**config.mk**
```make
export PLATFORM = sky130hd
export DESIGN_NAME = pmd_duty
export DESIGN_NICKNAME = d
export VERILOG_FILES = /design/src/pmd_pkg.sv /design/src/pmd_duty.sv
export SDC_FILE = /design/constraint.sdc
export NUM_CORES = 2
export LEC_CHECK = 0
export ABC_AREA = 0
export BUFFER_PORTS_ARGS = -buffer_cell sky130_fd_sc_hd__buf_4
export CORE_AREA = 4 4 290 292
export DETAILED_ROUTE_END_ITERATION = 8
export DIE_AREA = 0 0 294 296
export GPL_TIMING_DRIVEN = 0
export HOLD_SLACK_MARGIN = 0.15
export PLACE_DENSITY = 0.77
export SLEW_MARGIN = 0
export SYNTH_ARGS = -nofsm -noshare
export SYNTH_HDL_FRONTEND = slang
export SYNTH_SLANG_ARGS = --single-unit
```
**constraint.sdc**
```tcl
create_clock -name ref_clk -period 10.8 [get_ports ref_clk]
set_clock_uncertainty 0.15 [all_clocks]
set_input_delay 1.62 -clock ref_clk [delete_from_list [all_inputs] [get_ports ref_clk]]
set_output_delay 1.62 -clock ref_clk [all_outputs]
set_load 0.02 [all_outputs]
```
**src/pmd_pkg.sv**
```systemverilog
// Purpose: shared constants and carriers for the motor duty datapath
// Assumes: 40 MHz ref_clk, 32-bit Avalon-MM register port
// Notes: all offsets are byte addresses of aligned words
package pmd_pkg;
   // clock and period timing
   localparam int CLK_HZ = 40000000;
   localparam int STEP_US = 1000;
   localparam int STEP_CYC = CLK_HZ / 1000000 * STEP_US;
   localparam int TICK_NS_NUM = 2000;
   localparam int TICK_NS_DEN = 3;
   // 2/3 us tick = 80/3 cycles, done as a 3-phase accumulator of 80
   localparam int PW_ACC_ADD = 3;
   localparam int PW_ACC_LIM = CLK_HZ / 1000000 * TICK_NS_NUM / 1000;
   // value ranges
   localparam logic [11:0] VAL_MAX = 12'hfff;
   localparam logic signed [12:0] MID = 13'sh0800;
   localparam logic signed [12:0] DUTY_MAX = 13'sh0258;
   localparam logic [9:0] PWM_TOP = 10'h258;
   // register offsets
   localparam logic [5:0] OFS_CTRL = 6'h00;
   localparam logic [5:0] OFS_PERIOD = 6'h04;
   localparam logic [5:0] OFS_GAIN = 6'h08;
   localparam logic [5:0] OFS_SCALE = 6'h0c;
   localparam logic [5:0] OFS_LIMIT = 6'h10;
   localparam logic [5:0] OFS_TARGET = 6'h14;
   localparam logic [5:0] OFS_STAT0 = 6'h18;
   localparam logic [5:0] OFS_STAT1 = 6'h1c;
   localparam logic [5:0] OFS_CURCAL = 6'h20;
   // control field positions
   localparam int CTRL_RUN = 0;
   localparam int CTRL_FBEN = 1;
   localparam int CTRL_PWMODE = 2;
   // reset values
   localparam logic [7:0] PERIOD_RST = 8'h01;
   localparam logic [7:0] MAXDUTY_RST = 8'hff;
   localparam logic [7:0] ACCEL_RST = 8'hff;
   localparam logic [7:0] CURLIM_RST = 8'hff;

   typedef enum logic [1:0] {ST_IDLE, ST_ERR, ST_PID, ST_LIM} pmd_phase_t;

   // configuration written by software
   typedef struct packed {
      logic run;
      logic fb_en;
      logic pw_mode;
      logic [7:0] period_ms;
      logic [7:0] kp;
      logic [7:0] ki;
      logic [7:0] kd;
      logic [11:0] in_min;
      logic [7:0] in_gain;
      logic [11:0] fb_min;
      logic [7:0] fb_gain;
      logic [7:0] max_duty;
      logic [7:0] accel;
      logic [7:0] cur_lim;
      logic [11:0] serial_tgt;
      logic [7:0] cur_cal;
   } pmd_cfg_t;

   // bus-side response carrier
   typedef struct packed {
      logic [31:0] rdata;
      logic rvalid;
      logic wait_n;
   } pmd_bus_t;
endpackage

```
**src/pmd_duty.sv**
```systemverilog
// Purpose: per-period PID duty computation and PWM drive
// Assumes: inputs synchronous to ref_clk, Avalon-MM slave with waitrequest
// Notes: the pid multiply is done in one cycle, kept small by 8-bit gains
//
// Overview of operation
// - the raw input is held as a 12-bit unsigned value 0 to 4095.
// - the control period is set in 1 ms steps and the duty calculation runs once per period.
// - in pulse-width mode the raw input is the pulse width in 2/3 us units.
// - raw input is scaled into a target confined to 0 to 4095.
// - the raw feedback is held as a 12-bit unsigned value 0 to 4095.
// - scaled feedback runs from 0 at minimum to 4095 at maximum position.
// - current is an 8-bit sample with a separate amperes calibration constant.
// - each period the error is scaled feedback minus target, signed.
// - the controller sums proportional, integral and derivative terms.
// - the controller result is saturated to -600 to +600.
// - the duty target is reduced by acceleration, current and max duty limits.
// - the limited duty drives the pwm: +600 full forward, -600 full reverse.
// - with feedback off the duty target is the target minus 2048.
// - with feedback off all duty limits still apply.
// - the off command stops drive while all calculations continue.
//
// Design decisions made here: the Avalon-MM register port and the address map.
`timescale 1ns/1ps
module pmd_duty
   import pmd_pkg::*;
(
   input wire logic ref_clk,
   input wire logic arst_n,
   input wire logic clk_en,
   input wire logic [5:0] avs_address,
   input wire logic avs_read,
   input wire logic avs_write,
   input wire logic [31:0] avs_writedata,
   input wire logic [3:0] avs_byteenable,
   output logic [31:0] avs_readdata,
   output logic avs_waitrequest,
   input wire logic [11:0] adc_input,
   input wire logic pulse_in,
   input wire logic [11:0] adc_feedback,
   input wire logic [7:0] adc_current,
   output logic pwm_fwd,
   output logic pwm_rev,
   output logic period_tick
);
   typedef struct packed {
      pmd_cfg_t cfg;
      pmd_bus_t bus;
      pmd_phase_t ph;
      logic [15:0] step_cnt;
      logic [7:0] ms_cnt;
      logic [11:0] raw_in;
      logic [11:0] raw_fb;
      logic [7:0] cur;
      logic [11:0] pw_cnt;
      logic [6:0] pw_acc;
      logic pulse_last;
      logic [11:0] target;
      logic [11:0] fb_scaled;
      logic signed [12:0] err;
      logic signed [12:0] err_prev;
      logic signed [23:0] integ;
      logic signed [12:0] duty_tgt;
      logic signed [12:0] duty;
      logic [9:0] pwm_cnt;
      logic pwm_fwd;
      logic pwm_rev;
      logic tick;
   } pmd_state_t;

   pmd_state_t s_q, s_d;

   // saturate a wide signed value to plus/minus a limit
   function automatic logic signed [12:0] sat(input logic signed [31:0] v,
                                               input logic signed [12:0] lim);
      logic signed [31:0] l;
      l = 32'(lim);
      if (v > l) sat = lim;
      else if (v < -l) sat = -lim;
      else sat = 13'(v);
   endfunction

   // linear scale: (raw - min) * gain / 16, clamped to 0..4095
   function automatic logic [11:0] scl(input logic [11:0] raw,
                                       input logic [11:0] mn,
                                       input logic [7:0] g);
      logic signed [31:0] t;
      t = (32'(signed'({1'b0, raw})) - 32'(signed'({1'b0, mn})))
          * 32'(signed'({1'b0, g})) >>> 4;
      if (t < 0) scl = 12'h000;
      else if (t > 32'(VAL_MAX)) scl = VAL_MAX;
      else scl = 12'(t);
   endfunction

   logic signed [31:0] pid_sum;
   logic signed [12:0] lim_max, lim_cur, step_lim, want;
   logic [8:0] cur_x;
   logic wr_hit, rd_hit;

   always_comb begin
      s_d = s_q;
      pid_sum = 32'sh0;
      lim_max = 13'sh0;
      lim_cur = 13'sh0;
      step_lim = 13'sh0;
      want = 13'sh0;
      cur_x = 9'h000;
      // writes land at the edge where the master sees waitrequest low,
      // reads load readdata one edge earlier so it stands at that edge
      wr_hit = avs_write && s_q.bus.wait_n;
      rd_hit = avs_read && s_q.bus.wait_n == 1'b0;
      s_d.tick = 1'b0;
      s_d.bus.rvalid = 1'b0;

      // one wait state, then complete the access on the next edge
      s_d.bus.wait_n = (avs_read || avs_write) && !s_q.bus.wait_n;
      if (wr_hit && avs_byteenable[0]) begin
         case (avs_address)
            OFS_CTRL: begin
               s_d.cfg.run = avs_writedata[CTRL_RUN];
               s_d.cfg.fb_en = avs_writedata[CTRL_FBEN];
               s_d.cfg.pw_mode = avs_writedata[CTRL_PWMODE];
            end
            OFS_PERIOD: s_d.cfg.period_ms = avs_writedata[7:0];
            OFS_GAIN: {s_d.cfg.kd, s_d.cfg.ki, s_d.cfg.kp} = avs_writedata[23:0];
            OFS_SCALE: {s_d.cfg.fb_gain, s_d.cfg.fb_min[3:0], s_d.cfg.in_gain,
                        s_d.cfg.in_min} = avs_writedata;
            OFS_LIMIT: {s_d.cfg.cur_lim, s_d.cfg.accel, s_d.cfg.max_duty} =
                       avs_writedata[23:0];
            OFS_TARGET: begin
               s_d.cfg.serial_tgt = avs_writedata[11:0];
               s_d.cfg.fb_min[11:4] = avs_writedata[23:16];
            end
            OFS_CURCAL: s_d.cfg.cur_cal = avs_writedata[7:0];
            default: ;
         endcase
      end
      // unmapped addresses read as zero
      if (rd_hit) begin
         case (avs_address)
            OFS_CTRL: s_d.bus.rdata = {29'h0, s_q.cfg.pw_mode, s_q.cfg.fb_en,
                                       s_q.cfg.run};
            OFS_PERIOD: s_d.bus.rdata = {24'h0, s_q.cfg.period_ms};
            OFS_GAIN: s_d.bus.rdata = {8'h0, s_q.cfg.kd, s_q.cfg.ki, s_q.cfg.kp};
            OFS_SCALE: s_d.bus.rdata = {s_q.cfg.fb_gain, s_q.cfg.fb_min[3:0],
                                        s_q.cfg.in_gain, s_q.cfg.in_min};
            OFS_LIMIT: s_d.bus.rdata = {8'h0, s_q.cfg.cur_lim, s_q.cfg.accel,
                                        s_q.cfg.max_duty};
            OFS_TARGET: s_d.bus.rdata = {8'h0, s_q.cfg.fb_min[11:4], 4'h0,
                                         s_q.cfg.serial_tgt};
            OFS_STAT0: s_d.bus.rdata = {4'h0, s_q.fb_scaled, 4'h0, s_q.target};
            OFS_STAT1: s_d.bus.rdata = {s_q.cur, 11'(s_q.duty), s_q.err};
            OFS_CURCAL: s_d.bus.rdata = {24'h0, s_q.cfg.cur_cal};
            default: s_d.bus.rdata = 32'h0;
         endcase
      end

      // samples: 12-bit raw input/feedback, 8-bit current
      s_d.raw_fb = adc_feedback;
      s_d.cur = adc_current;
      if (!s_q.cfg.pw_mode) s_d.raw_in = adc_input;

      // pulse width in 2/3 us ticks: 80 cycles per 3 ticks, saturating
      s_d.pulse_last = pulse_in;
      if (pulse_in && !s_q.pulse_last) begin
         s_d.pw_cnt = 12'h000;
         // the first high cycle counts too, or every width reads short
         s_d.pw_acc = 7'(PW_ACC_ADD);
      end else if (pulse_in) begin
         if (7'(s_q.pw_acc + 7'(PW_ACC_ADD)) >= 7'(PW_ACC_LIM)) begin
            s_d.pw_acc = 7'(s_q.pw_acc + 7'(PW_ACC_ADD) - 7'(PW_ACC_LIM));
            if (s_q.pw_cnt != VAL_MAX) s_d.pw_cnt = s_q.pw_cnt + 12'h001;
         end else begin
            s_d.pw_acc = 7'(s_q.pw_acc + 7'(PW_ACC_ADD));
         end
      end
      if (!pulse_in && s_q.pulse_last && s_q.cfg.pw_mode)
         s_d.raw_in = s_q.pw_cnt;

      // period timer: ms steps, a zero period acts as one step
      if (s_q.step_cnt == 16'(STEP_CYC - 1)) begin
         s_d.step_cnt = 16'h0000;
         if (s_q.ms_cnt + 8'h01 >= s_q.cfg.period_ms) begin
            s_d.ms_cnt = 8'h00;
            s_d.tick = 1'b1;
         end else begin
            s_d.ms_cnt = s_q.ms_cnt + 8'h01;
         end
      end else begin
         s_d.step_cnt = s_q.step_cnt + 16'h0001;
      end

      // per-period pipeline: error, pid/bypass, limits
      case (s_q.ph)
         ST_IDLE: if (s_q.tick) begin
            // target comes from scaled raw input, or serial value
            s_d.target = s_q.cfg.in_gain == 8'h00 ? s_q.cfg.serial_tgt
                         : scl(s_q.raw_in, s_q.cfg.in_min, s_q.cfg.in_gain);
            s_d.fb_scaled = scl(s_q.raw_fb, s_q.cfg.fb_min,
                                s_q.cfg.fb_gain);
            s_d.ph = ST_ERR;
         end
         ST_ERR: begin
            s_d.err_prev = s_q.err;
            s_d.err = signed'({1'b0, s_q.fb_scaled})
                      - signed'({1'b0, s_q.target});
            s_d.ph = ST_PID;
         end
         ST_PID: begin
            if (s_q.cfg.fb_en) begin
               // integral clamp avoids windup overflow
               s_d.integ = 24'(sat(32'(s_q.integ) + 32'(s_q.err),
                                   13'sh0fff));
               pid_sum = (32'(s_q.err) * 32'(signed'({1'b0, s_q.cfg.kp}))
                  + 32'(s_q.integ) * 32'(signed'({1'b0, s_q.cfg.ki}))
                  + 32'(s_q.err - s_q.err_prev)
                    * 32'(signed'({1'b0, s_q.cfg.kd}))) >>> 6;
               // error is feedback minus target, so negate for drive
               s_d.duty_tgt = sat(-pid_sum, DUTY_MAX);
            end else begin
               s_d.integ = 24'sh0;
               s_d.duty_tgt = sat(32'(signed'({1'b0, s_q.target}))
                                  - 32'(MID), DUTY_MAX);
            end
            s_d.ph = ST_LIM;
         end
         ST_LIM: begin
            // limits apply in both feedback and speed modes
            // product kept at 32 bits, 255 * 600 would wrap in 13
            lim_max = 13'((32'(s_q.cfg.max_duty) * 32'(DUTY_MAX)) >> 8);
            cur_x = {1'b0, s_q.cur};
            lim_cur = cur_x > {1'b0, s_q.cfg.cur_lim} ? 13'sh0 : DUTY_MAX;
            step_lim = signed'({5'h0, s_q.cfg.accel});
            want = sat(32'(s_q.duty_tgt), lim_max);
            want = sat(32'(want), lim_cur);
            if (want > s_q.duty + step_lim) s_d.duty = s_q.duty + step_lim;
            else if (want < s_q.duty - step_lim) s_d.duty = s_q.duty - step_lim;
            else s_d.duty = want;
            s_d.ph = ST_IDLE;
         end
         default: s_d.ph = ST_IDLE;
      endcase

      // pwm: on for |duty| of every 600 counts
      s_d.pwm_cnt = s_q.pwm_cnt == PWM_TOP - 10'h001 ? 10'h000
                    : s_q.pwm_cnt + 10'h001;
      s_d.pwm_fwd = s_q.cfg.run && s_q.duty > 13'sh0
                    && {3'h0, s_q.pwm_cnt} < 13'(s_q.duty);
      s_d.pwm_rev = s_q.cfg.run && s_q.duty < 13'sh0
                    && {3'h0, s_q.pwm_cnt} < 13'(-s_q.duty);
   end

   // single state register; clock enable freezes everything
   always_ff @(posedge ref_clk or negedge arst_n) begin
      if (!arst_n) begin
         s_q <= '0;
         s_q.cfg.period_ms <= PERIOD_RST;
         s_q.cfg.max_duty <= MAXDUTY_RST;
         s_q.cfg.accel <= ACCEL_RST;
         s_q.cfg.cur_lim <= CURLIM_RST;
      end else if (clk_en) begin
         s_q <= s_d;
      end
   end

   // outputs come from the state register, waitrequest as its inverse
   assign avs_readdata = s_q.bus.rdata;
   assign avs_waitrequest = !s_q.bus.wait_n;
   assign pwm_fwd = s_q.pwm_fwd;
   assign pwm_rev = s_q.pwm_rev;
   assign period_tick = s_q.tick;
endmodule

```
### After elaboration in Yosys (flattened, before gate mapping)

Index checks and enable logic that the tools add are counted.

* reductions and logical operators: 38
* bitwise logic cells: 1
* multipliers: 6
* add/subtract/negate cells: 22
* muxes and demuxes: 36
* $lt $le $gt $ge: 23
* equality and inequality tests: 16

Operators with widths (number)
* 32-bit one-hot mux with 9 select lines: 1
* 13-bit 2-to-1 mux: 14
* 12-bit 2-to-1 mux: 9
* 13-bit by 9-bit multiplier with 22-bit output: 3
* 32-bit by 12-bit greater-than comparator with 1-bit output, second input constant: 2
* 13-bit by 32-bit less-than comparator with 1-bit output: 2
* 10-bit negator with 32-bit output: 2
* 12-bit by 12-bit subtractor with 13-bit output: 3
* 19-bit 2-to-1 mux: 2
* 37-bit 2-to-1 mux: 1
* 18-bit by 1-bit less-than comparator with 1-bit output, second input constant: 2
* 22-bit by 32-bit adder with 32-bit output: 1
* 32-bit by 23-bit adder with 32-bit output: 1
* 32-bit by 11-bit greater-than comparator with 1-bit output, second input constant: 1
* 32-bit by 11-bit less-than comparator with 1-bit output, second input constant: 1
* 24-bit by 9-bit multiplier with 32-bit output: 1
* 26-bit negator with 32-bit output: 1
* 13-bit by 11-bit greater-than comparator with 1-bit output: 2
* 10-bit by 13-bit less-than comparator with 1-bit output: 2
* 10-bit negator with 13-bit output: 2
* 24-bit by 13-bit adder with 25-bit output: 1
* 25-bit by 13-bit greater-than comparator with 1-bit output, second input constant: 1
* 25-bit by 13-bit less-than comparator with 1-bit output, second input constant: 1
* 6-bit by 5-bit equality test with 1-bit output, second input constant: 4
* other kinds (50): 82

* logic and storage cells: 181
* bits in registers: 343

### Logic depth before layout (Yosys ltp)

* depth after elaboration: 13
* gate-level depth with buffers: 50

### Worst setup path after synthesis

OpenSTA, ideal clock, no wires.

* path type: register -> register
* start: register s_q[77] (netlist name)
* end: register s_q[29] (netlist name)
* setup slack: -0.303 ns
* buffers on the path: 4
* cell stages (with the launch flop): 43
* data required time: 10.526 ns
* data arrival time: 10.829 ns
* cells stage by stage: dfrtp_1 ha_1 nor2b_1 o21ai_0 a21boi_0 o21ai_0 a21boi_0 o21ai_0 a21boi_0 o21ai_0 a21boi_0 o21a_1 o21ai_0 clkbuf_1 a41oi_1 fa_1 inv_1 fa_1 [... 7 more ...] fa_1 inv_1 ha_1 buf_2 and3_4 a221o_1 a21o_1 or3_1 buf_2 a311o_1 and4_4 or4b_1 a211o_1 a2111oi_4 o2111ai_2 and2_4 buf_6 o31a_1

* cells in the longest elaborated chain, start to end: 8

Ends and longest elaborated chain
* start, declared: line pmd_duty.sv:70 `pmd_state_t s_q, s_d;`
* 13-bit by 9-bit multiplier with 22-bit output / 13-bit by 13-bit subtractor with 14-bit output (equally long branches): line pmd_duty.sv:213, pmd_duty.sv:215
* 22-bit by 32-bit adder with 32-bit output / 14-bit by 9-bit multiplier with 23-bit output (equally long branches): line pmd_duty.sv:214, pmd_duty.sv:216
* 32-bit by 23-bit adder with 32-bit output *: line pmd_duty.sv:215 `+ 32'(s_q.err - s_q.err_prev)`
* 26-bit negator with 32-bit output *: line pmd_duty.sv:218 `s_d.duty_tgt = sat(-pid_sum, DUTY_MAX);`
* 32-bit by 11-bit less-than comparator with 1-bit output: line pmd_duty.sv:78 `else if (v < -l) sat = -lim;`
* 13-bit 2-to-1 mux: line pmd_duty.sv:78
* 13-bit 2-to-1 mux *: line pmd_duty.sv:77 `if (v > l) sat = lim;`
* 37-bit 2-to-1 mux *: line pmd_duty.sv:209 `if (s_q.cfg.fb_en) begin`

Mark *: on every way between the ends. The rest lies on a longest branch, timed or not.
A chain may end at the register's enable or synchronous reset.

### Worst setup path after layout

* start: register s_q[266] (netlist name)
* end: register s_q[20] (netlist name)

* cells in the longest elaborated chain, start to end: 13

Ends and longest elaborated chain
* 8-bit by 7-bit multiplier with 15-bit output *: line pmd_duty.sv:229 `lim_max = 13'((32'(s_q.cfg.max_duty) * 32'(DUTY_MAX)) >> 8);`
* 10-bit negator with 32-bit output: line pmd_duty.sv:78
* 13-bit by 32-bit less-than comparator with 1-bit output: line pmd_duty.sv:78
* 13-bit 2-to-1 mux: line pmd_duty.sv:78
* 13-bit 2-to-1 mux *: line pmd_duty.sv:77
* 13-bit 2-to-1 mux *: line pmd_duty.sv:193 `case (s_q.ph)`
* 13-bit by 32-bit less-than comparator with 1-bit output: line pmd_duty.sv:78
* 13-bit 2-to-1 mux: line pmd_duty.sv:78
* 13-bit 2-to-1 mux *: line pmd_duty.sv:77
* 13-bit 2-to-1 mux *: line pmd_duty.sv:193
* 13-bit less-than comparator: line pmd_duty.sv:236 `else if (want < s_q.duty - step_lim) s_d.duty = s_q.duty - step_lim;`
* 13-bit 2-to-1 mux: line pmd_duty.sv:236
* 13-bit 2-to-1 mux *: line pmd_duty.sv:235 `if (want > s_q.duty + step_lim) s_d.duty = s_q.duty + step_lim;`

Mark *: on every way between the ends. The rest lies on a longest branch, timed or not. The select of a mux whose other input is x is not followed.

==> flow_metrics.tcl <==
set metrics [dict create \
    setup-violations-final 0 \
    clock_sinks 332 \
    failed_checks "DRC" \
    place_congestion 0.965 \
    power_density_nw_per_um2 194 \
    syn-mean-instance-area_um2 9.00 \
    worst_setup_path_start_kind "flip-flop" \
    fin_nets 6183 \
    synth_nets 5977 \
    hold_vio_cnt_final 0 \
    r2r-end "s_q[20]$_DFFE_PN0P_" \
    reg2reg_slack_ns 0.11 \
    worst-setup-path-type "reg -> reg" \
    area_fraction_in_and_or_nand_and_nor_cells_after_synthesis_pct 15.4 \
    slew_viol_final 0 \
    grt_util_all_layers_pct 28.9 \
    synth.ff_latch_count 332 \
    worst_slack_ns 0.114 \
    setup_repair_after_global_routing_missed_its_margin "true" \
    cts.reportedPaths.clkPinSlew_ns 0.06 \
    floorplan.io_pins 116 \
    root_buffer "clkbuf_16" \
    critPathTopFamily "compound AO/OA/AOI/OAI gates" \
    first_global_vias 37100 \
    fin_tns_setup_ns 0 \
    total_congestion_overflow_after_global_routing 0 \
    post_synthesis_share_of_cell_area_spent_on_full_adders_half_adders_and_majority_gates_pct 35.7 \
    worst-path-buf-inv 6 \
    ys_async_sr_fraction_pct 100 \
    drt_iter0_drc 3398 \
    crit_path_frequent_cell "ha_1" \
    dieArea_um2 87000 \
    worst-slew-pin-transition_ns 1.28 \
    horizontal_die_dimension_um 294 \
    drv_cap 0 \
    cp-endpoint "s_q[20]$_DFFE_PN0P_" \
    xor_xnor_share_of_the_synthesized_area_pct 3.27 \
    ctsLongestPathBuffers 3 \
    hold_ws_ns 0.339 \
    critPathLaunch "s_q[266]$_DFFE_PN1P_" \
    timing.critical_path.arrival_ns 11.00 \
    worstSetupPathDepth 46 \
    power.ir.vdd_worst_v 0.000242 \
    grt_start_max_net_pins 125 \
    ys_warn_count 0 \
    vias 37200 \
    route.final.wire_length_mm 127 \
    ys_types 96 \
    design.core.area_um2 81600 \
    placement_rows 105 \
    synth_cells 4944 \
    htreeDepth 2 \
    logic_depth_of_the_worst_register_to_register_path 46 \
    port_buffers 108 \
    synthesis.area_um2 44500 \
    numCtsBuffers 38 \
    detailedRoute.firstPassIterationCount 9 \
    detail_route.vias_per_cell 5.95 \
    max_slew_margin_pct 14.6 \
    crit_path_max_incr_delay_ns 0.60 \
    worst_ep_required_time_ns 11.11 \
    synth_compound_area_share_pct 13.2 \
    drt-wirelength-per-cell_um 20.3 \
    hpwlAfterDp_mm 102 \
    initial_core_util_pct 54.5 \
    antenna_violating_nets_post_route 0 \
    worstSetupEndpointType "flip-flop" \
    clk-insertion-delay-late_ns 0.58 \
    dominantRegCellSynth "dfrtp_1" \
    timing.fmax_mhz 93.6 \
    fillers 6644 \
    post-route-period-util_pct 98.9 \
    static_leak_nw 24.7 \
    synth-edff-count 0 \
    cp_slowest_cell "dfstp_2" \
    area_growth_syn_to_layout_pct 11.6 \
    status "finished with violations" \
    r2r_start "s_q[266]$_DFFE_PN1P_" \
    die_h_um 296 \
    drc 2 \
    layout_min_cycle_time_ns 10.69 \
    critical_path_peak_fanout 8 \
    first_pass_grt_wire_length_mm 200 \
    grt_antenna_before_repair 9 \
    synth_mux_area_share_pct 3.94 \
    seq_area_frac_synth_pct 18.7 \
    synth_top_family_by_area "adder cells" \
    hold_path_class "reg -> reg" \
    dpl_worst_slack_ns -1.56 \
    post_route_cells_drive_above_1_share_pct 12.3 \
    tritoncts "built" \
]
-- logic make-up (layout without fill, tap and decap cells) --
group	Yosys count	after routing
simple gates	1359	1359
buf+inv	1113	1348
fa+ha+maj	953	953
compound gates	862	862
flops	332	332
xor+xnor	166	166
mux	159	159
other cells	0	5
-- worst reg2reg max path, delay by kind of cell, from the launching register on --
| family | cells | cell delay (ns) |
|---|---|---|
| buffers and inverters | 6 | 0.70 |
| adder cells (fa/ha/maj) | 9 | 2.72 |
| flip-flops | 1 | 0.60 |
| XOR/XNOR | 1 | 0.20 |
| AND/OR/NAND/NOR | 11 | 1.95 |
| AO/OA/AOI/OAI | 19 | 4.28 |
-- worst min path at each step --
| stage | cells after the start | endpoint | start |
|---|---|---|---|
| floorplan | 2 | s_q[153]$_DFFE_PN0P_ | s_q[153]$_DFFE_PN0P_ |
| global placement | 2 | s_q[172]$_DFFE_PN0P_ | s_q[172]$_DFFE_PN0P_ |
| detailed placement | 2 | s_q[172]$_DFFE_PN0P_ | s_q[172]$_DFFE_PN0P_ |
| CTS | 2 | s_q[172]$_DFFE_PN0P_ | s_q[172]$_DFFE_PN0P_ |
| global route | 1 | s_q[72]$_DFFE_PN0P_ | s_q[72]$_DFFE_PN0P_ |
| finish | 2 | s_q[172]$_DFFE_PN0P_ | s_q[172]$_DFFE_PN0P_ |
-- power breakdown --
| part | leakage, nW | total (mW) | internal (mW) | switching [mW] |
|---|---|---|---|---|
| sequential | 4.27 | 1.64 | 1.39 | 0.255 |
| combinational | 19.8 | 6.58 | 2.64 | 3.93 |
| clock | 0.641 | 1.40 | 0.820 | 0.578 |
-- cell type report --
type / instances / area [um2] / share of cell area [%]
flip-flops and latches: 332 / 8340 / 16.8
plain buffers: 199 / 912 / 1.84
well taps: 1070 / 1340 / 2.70
clock inverters: 18 / 262 / 0.527
inverters: 899 / 3380 / 6.81
multi-input cells: 3499 / 32900 / 66.3
repair buffers: 181 / 1440 / 2.91
clock buffers: 51 / 1060 / 2.14
diodes: 5 / 12.5 / 0.0252
-- metal layers --
| layer | GRT usage [%] | part of all wire (%) | routed length [um] | vias up |
|---|---|---|---|---|
| li1 | - | - | - | 16700 |
| met1 | 39.0 | 40 | 51500 | 18300 |
| met2 | 46.2 | 45 | 57500 | 1744 |
| met3 | 6.28 | 9.5 | 12100 | 395 |
| met4 | 11.1 | 4.8 | 6080 | 8 |
| met5 | 0 | 0.043 | 55 | - |
-- through the flow --
stage / power (mW) / cell area, um2 / std cells / util (%)
finish: 9.62 / 49700 / 6254 / 60.9
global route: 10.3 / 49600 / 6250 / 60.8
CTS: 8.92 / 48700 / 6213 / 59.7
detailed placement: 7.02 / 46800 / 6124 / 57.3
global placement: 6.90 / 46700 / 6122 / 57.2
floorplan: 5.57 / 44500 / 4944 / -
-- registers in the layout (all words and copies together), names as in the netlist --
| register | cells |
|---|---|
| pwm_fwd | 1 |
| avs_readdata | 32 |
| s_q | 297 |
| pwm_rev | 1 |
| period_tick | 1 |
-- placed cells by master (no fill, tap or decap), types with 143 or more instances in the layout --
cell      netlist  final
clkbuf_1      162    150
dfrtp_1       307    304
inv_1         898    889
buf_4          32    207
a21oi_1       157    143
o21ai_0       207    192
ha_1          424    404
nor2_1        158    151
fa_1          529    523
nand2_1       463    460
and2_1        280    277
-- cell usage after synthesis, drive strengths merged, types with 19 or more instances --
library cell  count  area, um2
inv             898       3370
fa              529      10600
nand2           463       1740
ha              424       5310
dfrtp           307       7680
and2            281       1760
o21ai           214       1070
clkbuf          162        608
a21oi           159        803
nor2            159        599
mux2            129       1450
nand3           123        616
xnor2           105        920
nor3             63        315
xor2             61        534
a21o             57        428
buf              52        337
and3             44        280
nor2b            42        263
a22oi            40        305
a211oi           36        270
o211ai           34        255
a22o             32        280
nand4            31        194
a21boi           30        225
mux2i            30        300
nor4             30        194
nand2b           29        181
dfstp            25        657
or3              25        161
o31ai            23        188
o21a             22        165
a222oi           21        210
o21bai           20        150
o22ai            19        119
-- timing repair --
| item | in CTS | in global routing |
|---|---|---|
| pin swaps | 39 | 89 |
| hold buffers | 0 | 0 |
| gates resized for setup | 101 | 138 |
| setup buffers | 31 | 40 |
| endpoints found under the setup margin | 26 | 26 |
(Power assumes the default switching activity.)
